[config.mk]
export PLATFORM = sky130hd
export DESIGN_NAME = serial_config_shift_latch
export DESIGN_NICKNAME = d
export VERILOG_FILES = /design/src/cfg_loader_pkg.sv /design/src/serial_config_shift_latch.sv
export SDC_FILE = /design/constraint.sdc
export NUM_CORES = 1
export LEC_CHECK = 0
export BUFFER_PORTS_ARGS = -buffer_cell sky130_fd_sc_hd__buf_2
export CAP_MARGIN = 20
export CORE_UTILIZATION = 45
export DETAILED_ROUTE_END_ITERATION = 7
export PLACE_DENSITY_LB_ADDON = 0.15
export SETUP_SLACK_MARGIN = 0.2
export SLEW_MARGIN = 20
export SYNTH_ARGS = -nofsm -noshare
export SYNTH_HDL_FRONTEND = slang
export SYNTH_HIERARCHICAL = 1
export SYNTH_SLANG_ARGS = --single-unit
[constraint.sdc]
create_clock -name clk_sys_in -period 3.2 [get_ports clk_sys_in]
set_input_delay 0.16 -clock clk_sys_in [delete_from_list [all_inputs] [get_ports clk_sys_in]]
set_output_delay 0.16 -clock clk_sys_in [all_outputs]
set_load 0.02 [all_outputs]
[src/cfg_loader_pkg.sv]
// constants for the serial configuration shift and latch block
// What this block does
// - host shifts 160 bits, most significant first
// - strobe high loads latch; relock within 10 ms
// - latch transparent while strobe is high
// - enable high sets clocks_oe_out; clock outputs are always driven
// - unprogrammed part outputs reference on all nine
// - each bank has its own output divider
// - multiplier 1 to 2048, divider 1 to 1024
// - modulation rate choice: 32 kHz or 120 kHz
// - new word applied on the fly, no reset
package cfg_loader_pkg;
    localparam int WORD_BITS    = 160;
    // field positions inside the configuration word
    localparam int MULT_MSB     = 159; // multiplier minus one, 11 bits
    localparam int MULT_LSB     = 149;
    localparam int DIV_MSB      = 148; // divider minus one, 10 bits
    localparam int DIV_LSB      = 139;
    localparam int ADIV_MSB     = 138; // bank a output divide, 5 bits
    localparam int ADIV_LSB     = 134;
    localparam int BDIV_MSB     = 133; // bank b output divide, 5 bits
    localparam int BDIV_LSB     = 129;
    localparam int SS_RATE_BIT  = 128; // 0: 32 kHz, 1: 120 kHz
    // timing
    localparam int CLK_HZ       = 40_000_000;
    localparam int LOCK_TIME_US = 10_000;
    localparam int LOCK_CYCLES  = LOCK_TIME_US * (CLK_HZ / 1_000_000);
    localparam int LOCK_W       = 19;
    // lowest divide the bank dividers apply
    localparam logic [4:0] DIV_MIN = 5'h02;
endpackage

[src/serial_config_shift_latch.sv]
// serial configuration shift register, latch and output clock stand-in
`timescale 1ns/1ps
`default_nettype none

// divides the reference by counting its edges
module bank_divider (
    // clock and reset
    input  wire logic       clk_sys_in,
    input  wire logic       reset_n_in,
    // control
    input  wire logic       ref_edge_in,
    input  wire logic       bypass_in,
    input  wire logic       ref_level_in,
    input  wire logic [4:0] divide_in,
    // result
    output logic            clk_out
);
    logic [4:0] cnt_q;
    logic       div_q;
    wire  [4:0] div_eff = (divide_in < cfg_loader_pkg::DIV_MIN)
                          ? cfg_loader_pkg::DIV_MIN : divide_in;
    wire        wrap    = (cnt_q >= div_eff - 5'h01);

    // toggle every divide reference edges: period is divide ref periods
    always_ff @(posedge clk_sys_in or negedge reset_n_in) begin
        if (!reset_n_in) begin
            cnt_q <= 5'h00;
            div_q <= 1'b0;
        end else if (ref_edge_in) begin
            cnt_q <= wrap ? 5'h00 : cnt_q + 5'h01;
            div_q <= wrap ? ~div_q : div_q;
        end
    end
    assign clk_out = bypass_in ? ref_level_in : div_q;
endmodule // bank_divider

module serial_config_shift_latch #(
    parameter int LOCK_CYCLES_P = cfg_loader_pkg::LOCK_CYCLES
) (
    // clock and reset
    input  wire logic        clk_sys_in,
    input  wire logic        reset_n_in,
    // serial port pins
    input  wire logic        serial_shift_clock_in,
    input  wire logic        serial_data_in,
    input  wire logic        load_strobe_in,
    input  wire logic        output_enable_in,
    input  wire logic        reference_in,
    // output clocks and their enable
    output logic [3:0]       bank_a_clocks_out,
    output logic [3:0]       bank_b_clocks_out,
    output logic             reference_copy_output_out,
    output logic             clocks_oe_out,
    // decoded configuration
    output logic [11:0]      pll_mult_out,
    output logic [10:0]      pll_div_out,
    output logic [4:0]       bank_a_div_out,
    output logic [4:0]       bank_b_div_out,
    output logic             ss_rate_120k_out,
    output logic             configured_out,
    output logic             locked_out
);
    localparam int W = cfg_loader_pkg::WORD_BITS;

    // two-stage synchronisers plus one history stage for edges
    logic [4:0] s1_q, s2_q;
    logic       sck_h_q, stb_h_q, ref_h_q;
    always_ff @(posedge clk_sys_in or negedge reset_n_in) begin
        if (!reset_n_in) begin
            // strobe idles high on its pull-up: no false rise after reset
            s1_q    <= 5'h04;
            s2_q    <= 5'h04;
            sck_h_q <= 1'b0;
            stb_h_q <= 1'b1;
            ref_h_q <= 1'b0;
        end else begin
            s1_q    <= {reference_in, output_enable_in, load_strobe_in,
                        serial_data_in, serial_shift_clock_in};
            s2_q    <= s1_q;
            sck_h_q <= s2_q[0];
            stb_h_q <= s2_q[2];
            ref_h_q <= s2_q[4];
        end
    end
    wire sck_s   = s2_q[0];
    wire data_s  = s2_q[1];
    wire stb_s   = s2_q[2];
    wire oe_s    = s2_q[3];
    wire ref_s   = s2_q[4];
    wire sck_rise = sck_s & ~sck_h_q;
    wire stb_rise = stb_s & ~stb_h_q;
    wire ref_edge = ref_s ^ ref_h_q;

    // shift register, msb first, filled from bit 0 upward
    logic [W-1:0] shift_q;
    always_ff @(posedge clk_sys_in or negedge reset_n_in) begin
        if (!reset_n_in)
            shift_q <= '0;
        else if (sck_rise)
            shift_q <= {shift_q[W-2:0], data_s};
    end

    // latch follows the shift register while strobe is high
    logic [W-1:0] latch_q;
    always_ff @(posedge clk_sys_in or negedge reset_n_in) begin
        if (!reset_n_in)
            latch_q <= '0;
        else if (stb_s)
            latch_q <= shift_q;
    end

    // first load marks the part programmed; each load starts relock
    logic                    configured_q;
    logic [cfg_loader_pkg::LOCK_W-1:0] lock_cnt_q;
    wire lock_busy = (lock_cnt_q != '0);
    always_ff @(posedge clk_sys_in or negedge reset_n_in) begin
        if (!reset_n_in) begin
            configured_q <= 1'b0;
            lock_cnt_q   <= '0;
        end else begin
            configured_q <= configured_q | stb_rise;
            if (stb_rise)
                lock_cnt_q <= cfg_loader_pkg::LOCK_W'(LOCK_CYCLES_P);
            else if (lock_busy)
                lock_cnt_q <= lock_cnt_q - 1'b1;
        end
    end

    // field decode from the latch
    wire [11:0] mult_w = {1'b0, latch_q[cfg_loader_pkg::MULT_MSB:
                          cfg_loader_pkg::MULT_LSB]} + 12'h001;
    wire [10:0] div_w  = {1'b0, latch_q[cfg_loader_pkg::DIV_MSB:
                          cfg_loader_pkg::DIV_LSB]} + 11'h001;
    wire [4:0]  adiv_w = latch_q[cfg_loader_pkg::ADIV_MSB:
                                 cfg_loader_pkg::ADIV_LSB];
    wire [4:0]  bdiv_w = latch_q[cfg_loader_pkg::BDIV_MSB:
                                 cfg_loader_pkg::BDIV_LSB];
    wire        ss_w   = latch_q[cfg_loader_pkg::SS_RATE_BIT];

    // per-bank dividers fed by the shared reference edge stream
    wire clk_a_w, clk_b_w;
    bank_divider u_div_a (
        .clk_sys_in   (clk_sys_in),
        .reset_n_in   (reset_n_in),
        .ref_edge_in  (ref_edge),
        .bypass_in    (~configured_q),
        .ref_level_in (ref_s),
        .divide_in    (adiv_w),
        .clk_out      (clk_a_w)
    );
    bank_divider u_div_b (
        .clk_sys_in   (clk_sys_in),
        .reset_n_in   (reset_n_in),
        .ref_edge_in  (ref_edge),
        .bypass_in    (~configured_q),
        .ref_level_in (ref_s),
        .divide_in    (bdiv_w),
        .clk_out      (clk_b_w)
    );

    // registered outputs
    always_ff @(posedge clk_sys_in or negedge reset_n_in) begin
        if (!reset_n_in) begin
            bank_a_clocks_out         <= 4'h0;
            bank_b_clocks_out         <= 4'h0;
            reference_copy_output_out <= 1'b0;
            clocks_oe_out             <= 1'b0;
            pll_mult_out              <= 12'h001;
            pll_div_out               <= 11'h001;
            bank_a_div_out            <= 5'h00;
            bank_b_div_out            <= 5'h00;
            ss_rate_120k_out          <= 1'b0;
            configured_out            <= 1'b0;
            locked_out                <= 1'b0;
        end else begin
            bank_a_clocks_out         <= {4{clk_a_w}};
            bank_b_clocks_out         <= {4{clk_b_w}};
            reference_copy_output_out <= ref_s;
            clocks_oe_out             <= oe_s;
            pll_mult_out              <= mult_w;
            pll_div_out               <= div_w;
            bank_a_div_out            <= adiv_w;
            bank_b_div_out            <= bdiv_w;
            ss_rate_120k_out          <= ss_w;
            configured_out            <= configured_q;
            locked_out                <= ~lock_busy;
        end
    end

    // checks
    property p_shift;
        @(posedge clk_sys_in) disable iff (!reset_n_in)
        sck_rise |=> shift_q == {$past(shift_q[W-2:0]), $past(data_s)};
    endproperty
    a_shift: assert property (p_shift) else $error("bad shift");
    property p_transp;
        @(posedge clk_sys_in) disable iff (!reset_n_in)
        stb_s |=> latch_q == $past(shift_q);
    endproperty
    a_transp: assert property (p_transp) else $error("latch opaque");
    property p_hold;
        @(posedge clk_sys_in) disable iff (!reset_n_in)
        !stb_s |=> $stable(latch_q);
    endproperty
    a_hold: assert property (p_hold) else $error("latch moved");
    property p_oe;
        @(posedge clk_sys_in) disable iff (!reset_n_in)
        oe_s |=> clocks_oe_out;
    endproperty
    a_oe: assert property (p_oe) else $error("oe lost");
    property p_oe_off;
        @(posedge clk_sys_in) disable iff (!reset_n_in)
        !oe_s |=> !clocks_oe_out;
    endproperty
    a_oe_off: assert property (p_oe_off) else $error("oe stuck");
    property p_default;
        @(posedge clk_sys_in) disable iff (!reset_n_in)
        !configured_q |=> {bank_a_clocks_out, bank_b_clocks_out}
                          == {8{$past(ref_s)}};
    endproperty
    a_default: assert property (p_default) else $error("no ref");
    property p_relock;
        @(posedge clk_sys_in) disable iff (!reset_n_in)
        stb_rise |=> ##1 !locked_out && configured_out;
    endproperty
    a_relock: assert property (p_relock) else $error("no relock");
    property p_count;
        @(posedge clk_sys_in) disable iff (!reset_n_in)
        lock_busy && !stb_rise |=> lock_cnt_q == $past(lock_cnt_q) - 1'b1;
    endproperty
    a_count: assert property (p_count) else $error("lock count");
    property p_mult;
        @(posedge clk_sys_in) disable iff (!reset_n_in)
        ##1 pll_mult_out == $past(mult_w) && pll_div_out == $past(div_w)
            && pll_mult_out != 12'h000 && pll_mult_out <= 12'h800
            && pll_div_out != 11'h000 && pll_div_out <= 11'h400;
    endproperty
    a_mult: assert property (p_mult) else $error("m or n zero");
    property p_ss;
        @(posedge clk_sys_in) disable iff (!reset_n_in)
        ##1 ss_rate_120k_out == $past(latch_q[cfg_loader_pkg::SS_RATE_BIT]);
    endproperty
    a_ss: assert property (p_ss) else $error("rate bit");
    c_load: cover property (@(posedge clk_sys_in) stb_rise);
    c_shift_open: cover property (@(posedge clk_sys_in) sck_rise && stb_s);
    c_locked: cover property (@(posedge clk_sys_in)
                              configured_out && locked_out);
endmodule // serial_config_shift_latch

`default_nettype wire

# Word level (Yosys, flattened, before mapping)
# Index checks and enable logic that the tools add are counted.
[classes] bitwise=9 add_sub_neg=7 n_lt_le_gt_ge=4 reduce_logical=4 n_mux=8
[op_table] operator="19-bit two-way mux" n=2
[op_table] operator="5-bit two-way mux" n=4
[op_table] operator="19-bit nonzero test" n=1
[op_table] operator="19-bit by 1-bit subtractor with 19-bit output, second input constant" n=1
[op_table] operator="11-bit by 1-bit adder with 12-bit output, second input constant" n=1
[op_table] operator="10-bit by 1-bit adder with 11-bit output, second input constant" n=1
[op_table] operator="5-bit by 1-bit adder with 5-bit output, second input constant" n=2
[op_table] operator="5-bit greater-or-equal comparator" n=2
[op_table] operator="5-bit by 2-bit < comparator with 1-bit output, second input constant" n=2
[op_table] operator="5-bit by 1-bit subtractor with 5-bit output, second input constant" n=2
[op_table] operator="1-bit NOT" n=5
[op_table] operator="2-bit AND reduction" n=2
[op_table] operator="1-bit AND" n=2
[op_table] operator="1-bit two-way mux" n=2
[op_table] operator="2-bit nonzero test" n=1
[op_table] operator="1-bit OR" n=1
[op_table] operator="1-bit XOR" n=1
[totals] in_bits=7 elab_cells=55 out_inout_bits=46 ff_bits=404

# Longest topological paths before layout
[depth] word_depth=5 mapped_depth=10 depth_no_buf=10

# Hierarchy
# The synthesis kept the hierarchy.
[by_module_without_submodules] mod="serial_config_shift_latch" cells_per_inst=629 area_per_inst_um2=9808.2 n_inst=1 seq_area_each_um2=6612.6
[by_module_without_submodules] mod="bank_divider (u_div_b)" cells_per_inst=49 area_per_inst_um2=490.5 n_inst=1 seq_area_each_um2=150.1
[by_module_without_submodules] mod="bank_divider (u_div_a)" cells_per_inst=51 area_per_inst_um2=476.7 n_inst=1 seq_area_each_um2=150.1

# Least setup slack after synthesis
# OpenSTA, ideal clock, no wires.
[synth_timing] path_kind="register to register" startpoint="register latch_q[133]" endpoint="register u_div_b.cnt_q[2]" t_required_ns=3.136 n_path_buf=0 setup_slack_ns=0.868 setup_ns=0.064 stages_incl_launch_ff=10 period_less_slack_ns=2.332 t_arrival_ns=2.268 path_cell_list="dfrtp_1 -> o41ai_1 -> ha_1 -> xnor2_1 -> ha_1 -> a21o_1 -> a31oi_2 -> o211ai_2 -> nor3b_2 -> a21o_1"
[synth_between] elab_chain_cells=5
[synth_rtl] item="start, declared" line="serial_config_shift_latch.sv:104" source="logic [W-1:0] latch_q;"
[synth_rtl] item="start signal, assigned" line="serial_config_shift_latch.sv:109" source="latch_q <= shift_q;"
[synth_rtl] item="5-bit by 2-bit < comparator with 1-bit output" line="serial_config_shift_latch.sv:20" source="wire [4:0] div_eff = (divide_in < cfg_loader_pkg::DIV_MIN)"
[synth_rtl] item="5-bit two-way mux (*)" line="serial_config_shift_latch.sv:21" source="? cfg_loader_pkg::DIV_MIN : divide_in;"
[synth_rtl] item="5-bit by 1-bit subtractor with 5-bit output (*)" line="serial_config_shift_latch.sv:22" source="wire wrap = (cnt_q >= div_eff - 5'h01);"
[synth_rtl] item="5-bit greater-or-equal comparator (*)" line="serial_config_shift_latch.sv:22"
[synth_rtl] item="5-bit two-way mux (*)" line="serial_config_shift_latch.sv:30" source="cnt_q <= wrap ? 5'h00 : cnt_q + 5'h01;"
[synth_rtl] item="end signal, assigned" line="serial_config_shift_latch.sv:30"
[synth_rtl] item="end, declared" line="serial_config_shift_latch.sv:18" source="logic [4:0] cnt_q;"
# Every way passes the cells marked *; elsewhere a longest branch is shown, timed or not.
# A chain may end at the register's enable or synchronous reset.

# Worst setup path in the final report
[layout_timing] startpoint="register latch_q[138]" endpoint="register u_div_a.cnt_q[2]"
[layout_between] elab_chain_cells=5
[layout_rtl] item="5-bit by 2-bit < comparator with 1-bit output" line="serial_config_shift_latch.sv:20"
[layout_rtl] item="5-bit two-way mux (*)" line="serial_config_shift_latch.sv:21"
[layout_rtl] item="5-bit by 1-bit subtractor with 5-bit output (*)" line="serial_config_shift_latch.sv:22"
[layout_rtl] item="5-bit greater-or-equal comparator (*)" line="serial_config_shift_latch.sv:22"
[layout_rtl] item="5-bit two-way mux (*)" line="serial_config_shift_latch.sv:30"
[layout_rtl] item="end signal, assigned" line="serial_config_shift_latch.sv:30"
[layout_rtl] item="end, declared" line="serial_config_shift_latch.sv:18"
# Marked as above.

==> key figures <==
Status
  – Status: finished clean

Clock network
  – Longest Clk Path Bufs: 3
  – CTS tree: yes
  – Hold_buf cts: 6
  – Root buffer cell: clkbuf_16
  – Clock Latency Late Sink: ~530 ps
  – # resized after CTS: 0
  – Htree depth: 1
  – Clock-pin slew on the worst setup and hold paths: 60 ps
  – Setup Buffers After CTS: 0
  – TritonCTS Sinks: about 280
  – CTS Buf Count: 29

STA
  – Setup TNS: 0 ps
  – Max Slew Vio Count: 0
  – Fin crit share: 0.784
  – RSZ-0062 raised after global routing: no
  – Final setup fails: 0
  – Clk_skew: 7.55 ps
  – Worst setup margin: ~700 ps
  – Tmin final: ~2500 ps
  – Worst Tran Pin Value: 847 ps
  – Hold slack: roughly 260 ps
  – Fin. Hold Viols: 0
  – Max frequency: 398 MHz
  – Slew headroom: 0.436

Floorplan
  – Die Area: about 25000 um^2
  – I/O pin count: 53
  – Core area: 23500 um^2
  – Die Y: about 160 um
  – Initial Utilization: 0.459
  – Die width: 157 um
  – Site Rows: between 50 and 60

Global route
  – Largest net degree at the start of global routing: 161
  – Initial antenna violation count: 0
  – Number of global-route vias before repair: 5897
  – First-pass GRT wire length: 27900 um
  – Global route total overflow: 0
  – Total GRT Usage: 0.137

Detailed routing
  – DR DRC count: 0
  – TritonRoute pass-1 iters: 5
  – Avg WL per Cell: 13.9 um
  – Vias per cell: between 5 and 6
  – Initial DRC count: 219
  – Routed via count: 5685
  – DRT antenna net count: 0
  – Drt total wl: 15800 um

Worst setup path
  – Crit. Startpoint: latch_q[138]
  – CP endpoint: u_div_a/cnt_q[2]
  – R2R cell count: 9
  – Max stage delay on crit path: 490 ps
  – Critical path's slowest cell: o41ai_1
  – Crit start category: flop
  – Setup CP Type: flop to flop
  – R2R setup slack: 690 ps
  – CP endpoint kind: flop
  – RR Startpoint: latch_q[138]
  – FF-to-FF End: u_div_a/cnt_q[2]
  – Critical Path Fanout Max: 9
  – Worst path cell trace: o41ai_1 -> ha_1 -> nand2_1 -> xor2_1 -> ha_1 -> nand2_1 -> o21ai_2 -> o21ai_1 -> a21o_1
  – WP data required: about 3600 ps
  – Worst Path Arrival: 2940 ps

Cells and area
  – Nets: approximately 820
  – Share of layout cells above drive strength 1: 0.385
  – Fin util: 0.527
  – # diodes: 0
  – P&R area growth vs syn: 14.7%

Place
  – Port bufs: 52
  – HPWL Detailed: 9760 um
  – Dpl ws: 685 ps
  – Final GP Congestion: between 0.7 and 0.8

Synth
  – Synth Area per Inst: 14.8 um^2
  – Largest area contributor in the synthesized netlist: dfrtp_1
  – Most used DFF post-synth: dfrtp_1
  – EDFF count, synth: 0
  – YS warnings: 6
  – Count leader, synth: dfrtp_1
  – Synthesis-stage register bit count: ~280
  – Sequential element share of the synthesized area: 0.642
  – Top-area cell type share of the netlist area: 0.629
  – Synth cell types: just over 50
  – Synth cell count leaders: dfrtp_1 (271), mux2_2 (191), nor2_1 (29), nand2_1 (25), clkbuf_1 (23)
  – Synth Net Count: between 700 and 800
  – Syn Inst Count: ~730
  – Synth async-reset ratio: 1.00
  – Post-synth design cell area: 10800 um^2
  – Top post-synthesis cells by area: dfrtp_1 (63%), mux2_2 (20%), ha_1 (2.0%), xnor2_1 (1.5%), dfstp_2 (1.2%)

Power and ir drop
  – Pwr/cell area: 638 nW/um^2
  – VDD IR max: 0.000357 V
  – Leakage power: 6.15 nW

Hold path
  – Worst hold-check path type: input port to async pin

Run
  – Max cap viols: 0
-- critical path, delay by kind of cell (launching register included) --
family | cells | cell delay (ps)
AO/OA/AOI/OAI | 4 | 1100
XOR/XNOR | 1 | 150
flip-flops | 1 | 440
AND/OR/NAND/NOR | 2 | 150
adder cells (fa/ha/maj) | 2 | 570
-- flip-flops by register name (all words and copies together) (netlist names) --
name / count
ss_rate_120k_out: 1
bank_a_clocks_out: 1
u_div_a/div_q: 1
bank_a_div_out: 5
shift_q: 160
u_div_b/cnt_q: 5
sck_h_q: 1
s2_q: 5
clocks_oe_out: 1
bank_b_div_out: 5
reference_copy_output_out: 1
latch_q: 32
u_div_b/div_q: 1
lock_cnt_q: 19
stb_h_q: 1
s1_q: 5
u_div_a/cnt_q: 5
pll_mult_out: 12
locked_out: 1
pll_div_out: 11
configured_q: 1
bank_b_clocks_out: 1
configured_out: 1
-- metrics by stage --
step	total power [mW]	cell area, um^2	cells
final	7.89	12400	1134
after detailed placement	4.84	11400	1076
after global placement	4.79	11400	1076
after global routing	8.30	12400	1134
after floorplan	4.62	10800	729
after CTS	8.03	12400	1134
-- worst min-delay path by stage --
stage	endpoint	slack, ps
finish	clocks_oe_out	260
global route	s1_q[0]	260
CTS	s1_q[2]	240
detailed placement	s2_q[3]	250
global placement	s2_q[3]	240
floorplan	bank_a_clocks_out[0]	-140
-- cells by family after synthesis --
logic type / count (synthesis) / share of synthesized area
flops: 276 / 0.642
buf+inv: 44 / 0.0185
xor+xnor: 32 / 0.0260
simple gates: 113 / 0.0564
compound gates: 54 / 0.0362
fa+ha+maj: 17 / 0.0197
mux: 193 / 0.202
-- power by group --
part | switching [mW] | leakage [nW] | internal [mW]
Clock | 1.25 | 0.444 | 1.87
Sequential | 0.159 | 3.73 | 3.70
Combinational | 0.507 | 1.98 | 0.410
-- per-layer routing --
metal,part of all wire,global-route usage,vias up
li1,-,-,2697
met1,0.45,0.178,2884
met2,0.49,0.230,76
met3,0.037,0.0269,28
met4,0.025,0.0411,0
met5,0,0,-
-- placed cells by master, fill, tap and decap left out, types with 4 or more instances in the layout --
| cell type | netlist | layout |
|---|---|---|
| nor2_1 | 29 | 29 |
| xnor2_1 | 18 | 18 |
| buf_2 | 1 | 51 |
| dlygate4sd3_1 | 0 | 6 |
| nor3_1 | 8 | 8 |
| dfrtp_1 | 271 | 271 |
| nand3_1 | 11 | 11 |
| clkbuf_8 | 1 | 9 |
| a21o_1 | 5 | 5 |
| clkbuf_16 | 0 | 29 |
| ha_1 | 17 | 17 |
| nand2_1 | 25 | 25 |
| dfstp_2 | 5 | 5 |
| o21ai_1 | 5 | 5 |
| nand4_1 | 4 | 4 |
| mux2_2 | 191 | 191 |
| nor4_1 | 4 | 4 |
| nand3b_1 | 5 | 5 |
| buf_4 | 6 | 4 |
| o21ai_0 | 9 | 9 |
| inv_1 | 12 | 12 |
| a21oi_1 | 8 | 8 |
| clkbuf_1 | 23 | 11 |
| and3_1 | 9 | 9 |
| xor2_1 | 14 | 14 |
-- final cells by class --
type / count / area, um^2
Clock buffer: 49 / 891
Timing Repair Buffer: 65 / 420
Multi-Input combinational cell: 409 / 3670
Clock inverter: 3 / 21.3
Sequential cell: 276 / 6910
Fill cell: 1931 / 11100
Tap cell: 319 / 399
Inverter: 13 / 48.8
Note: power is estimated with default switching activity, not from simulation.
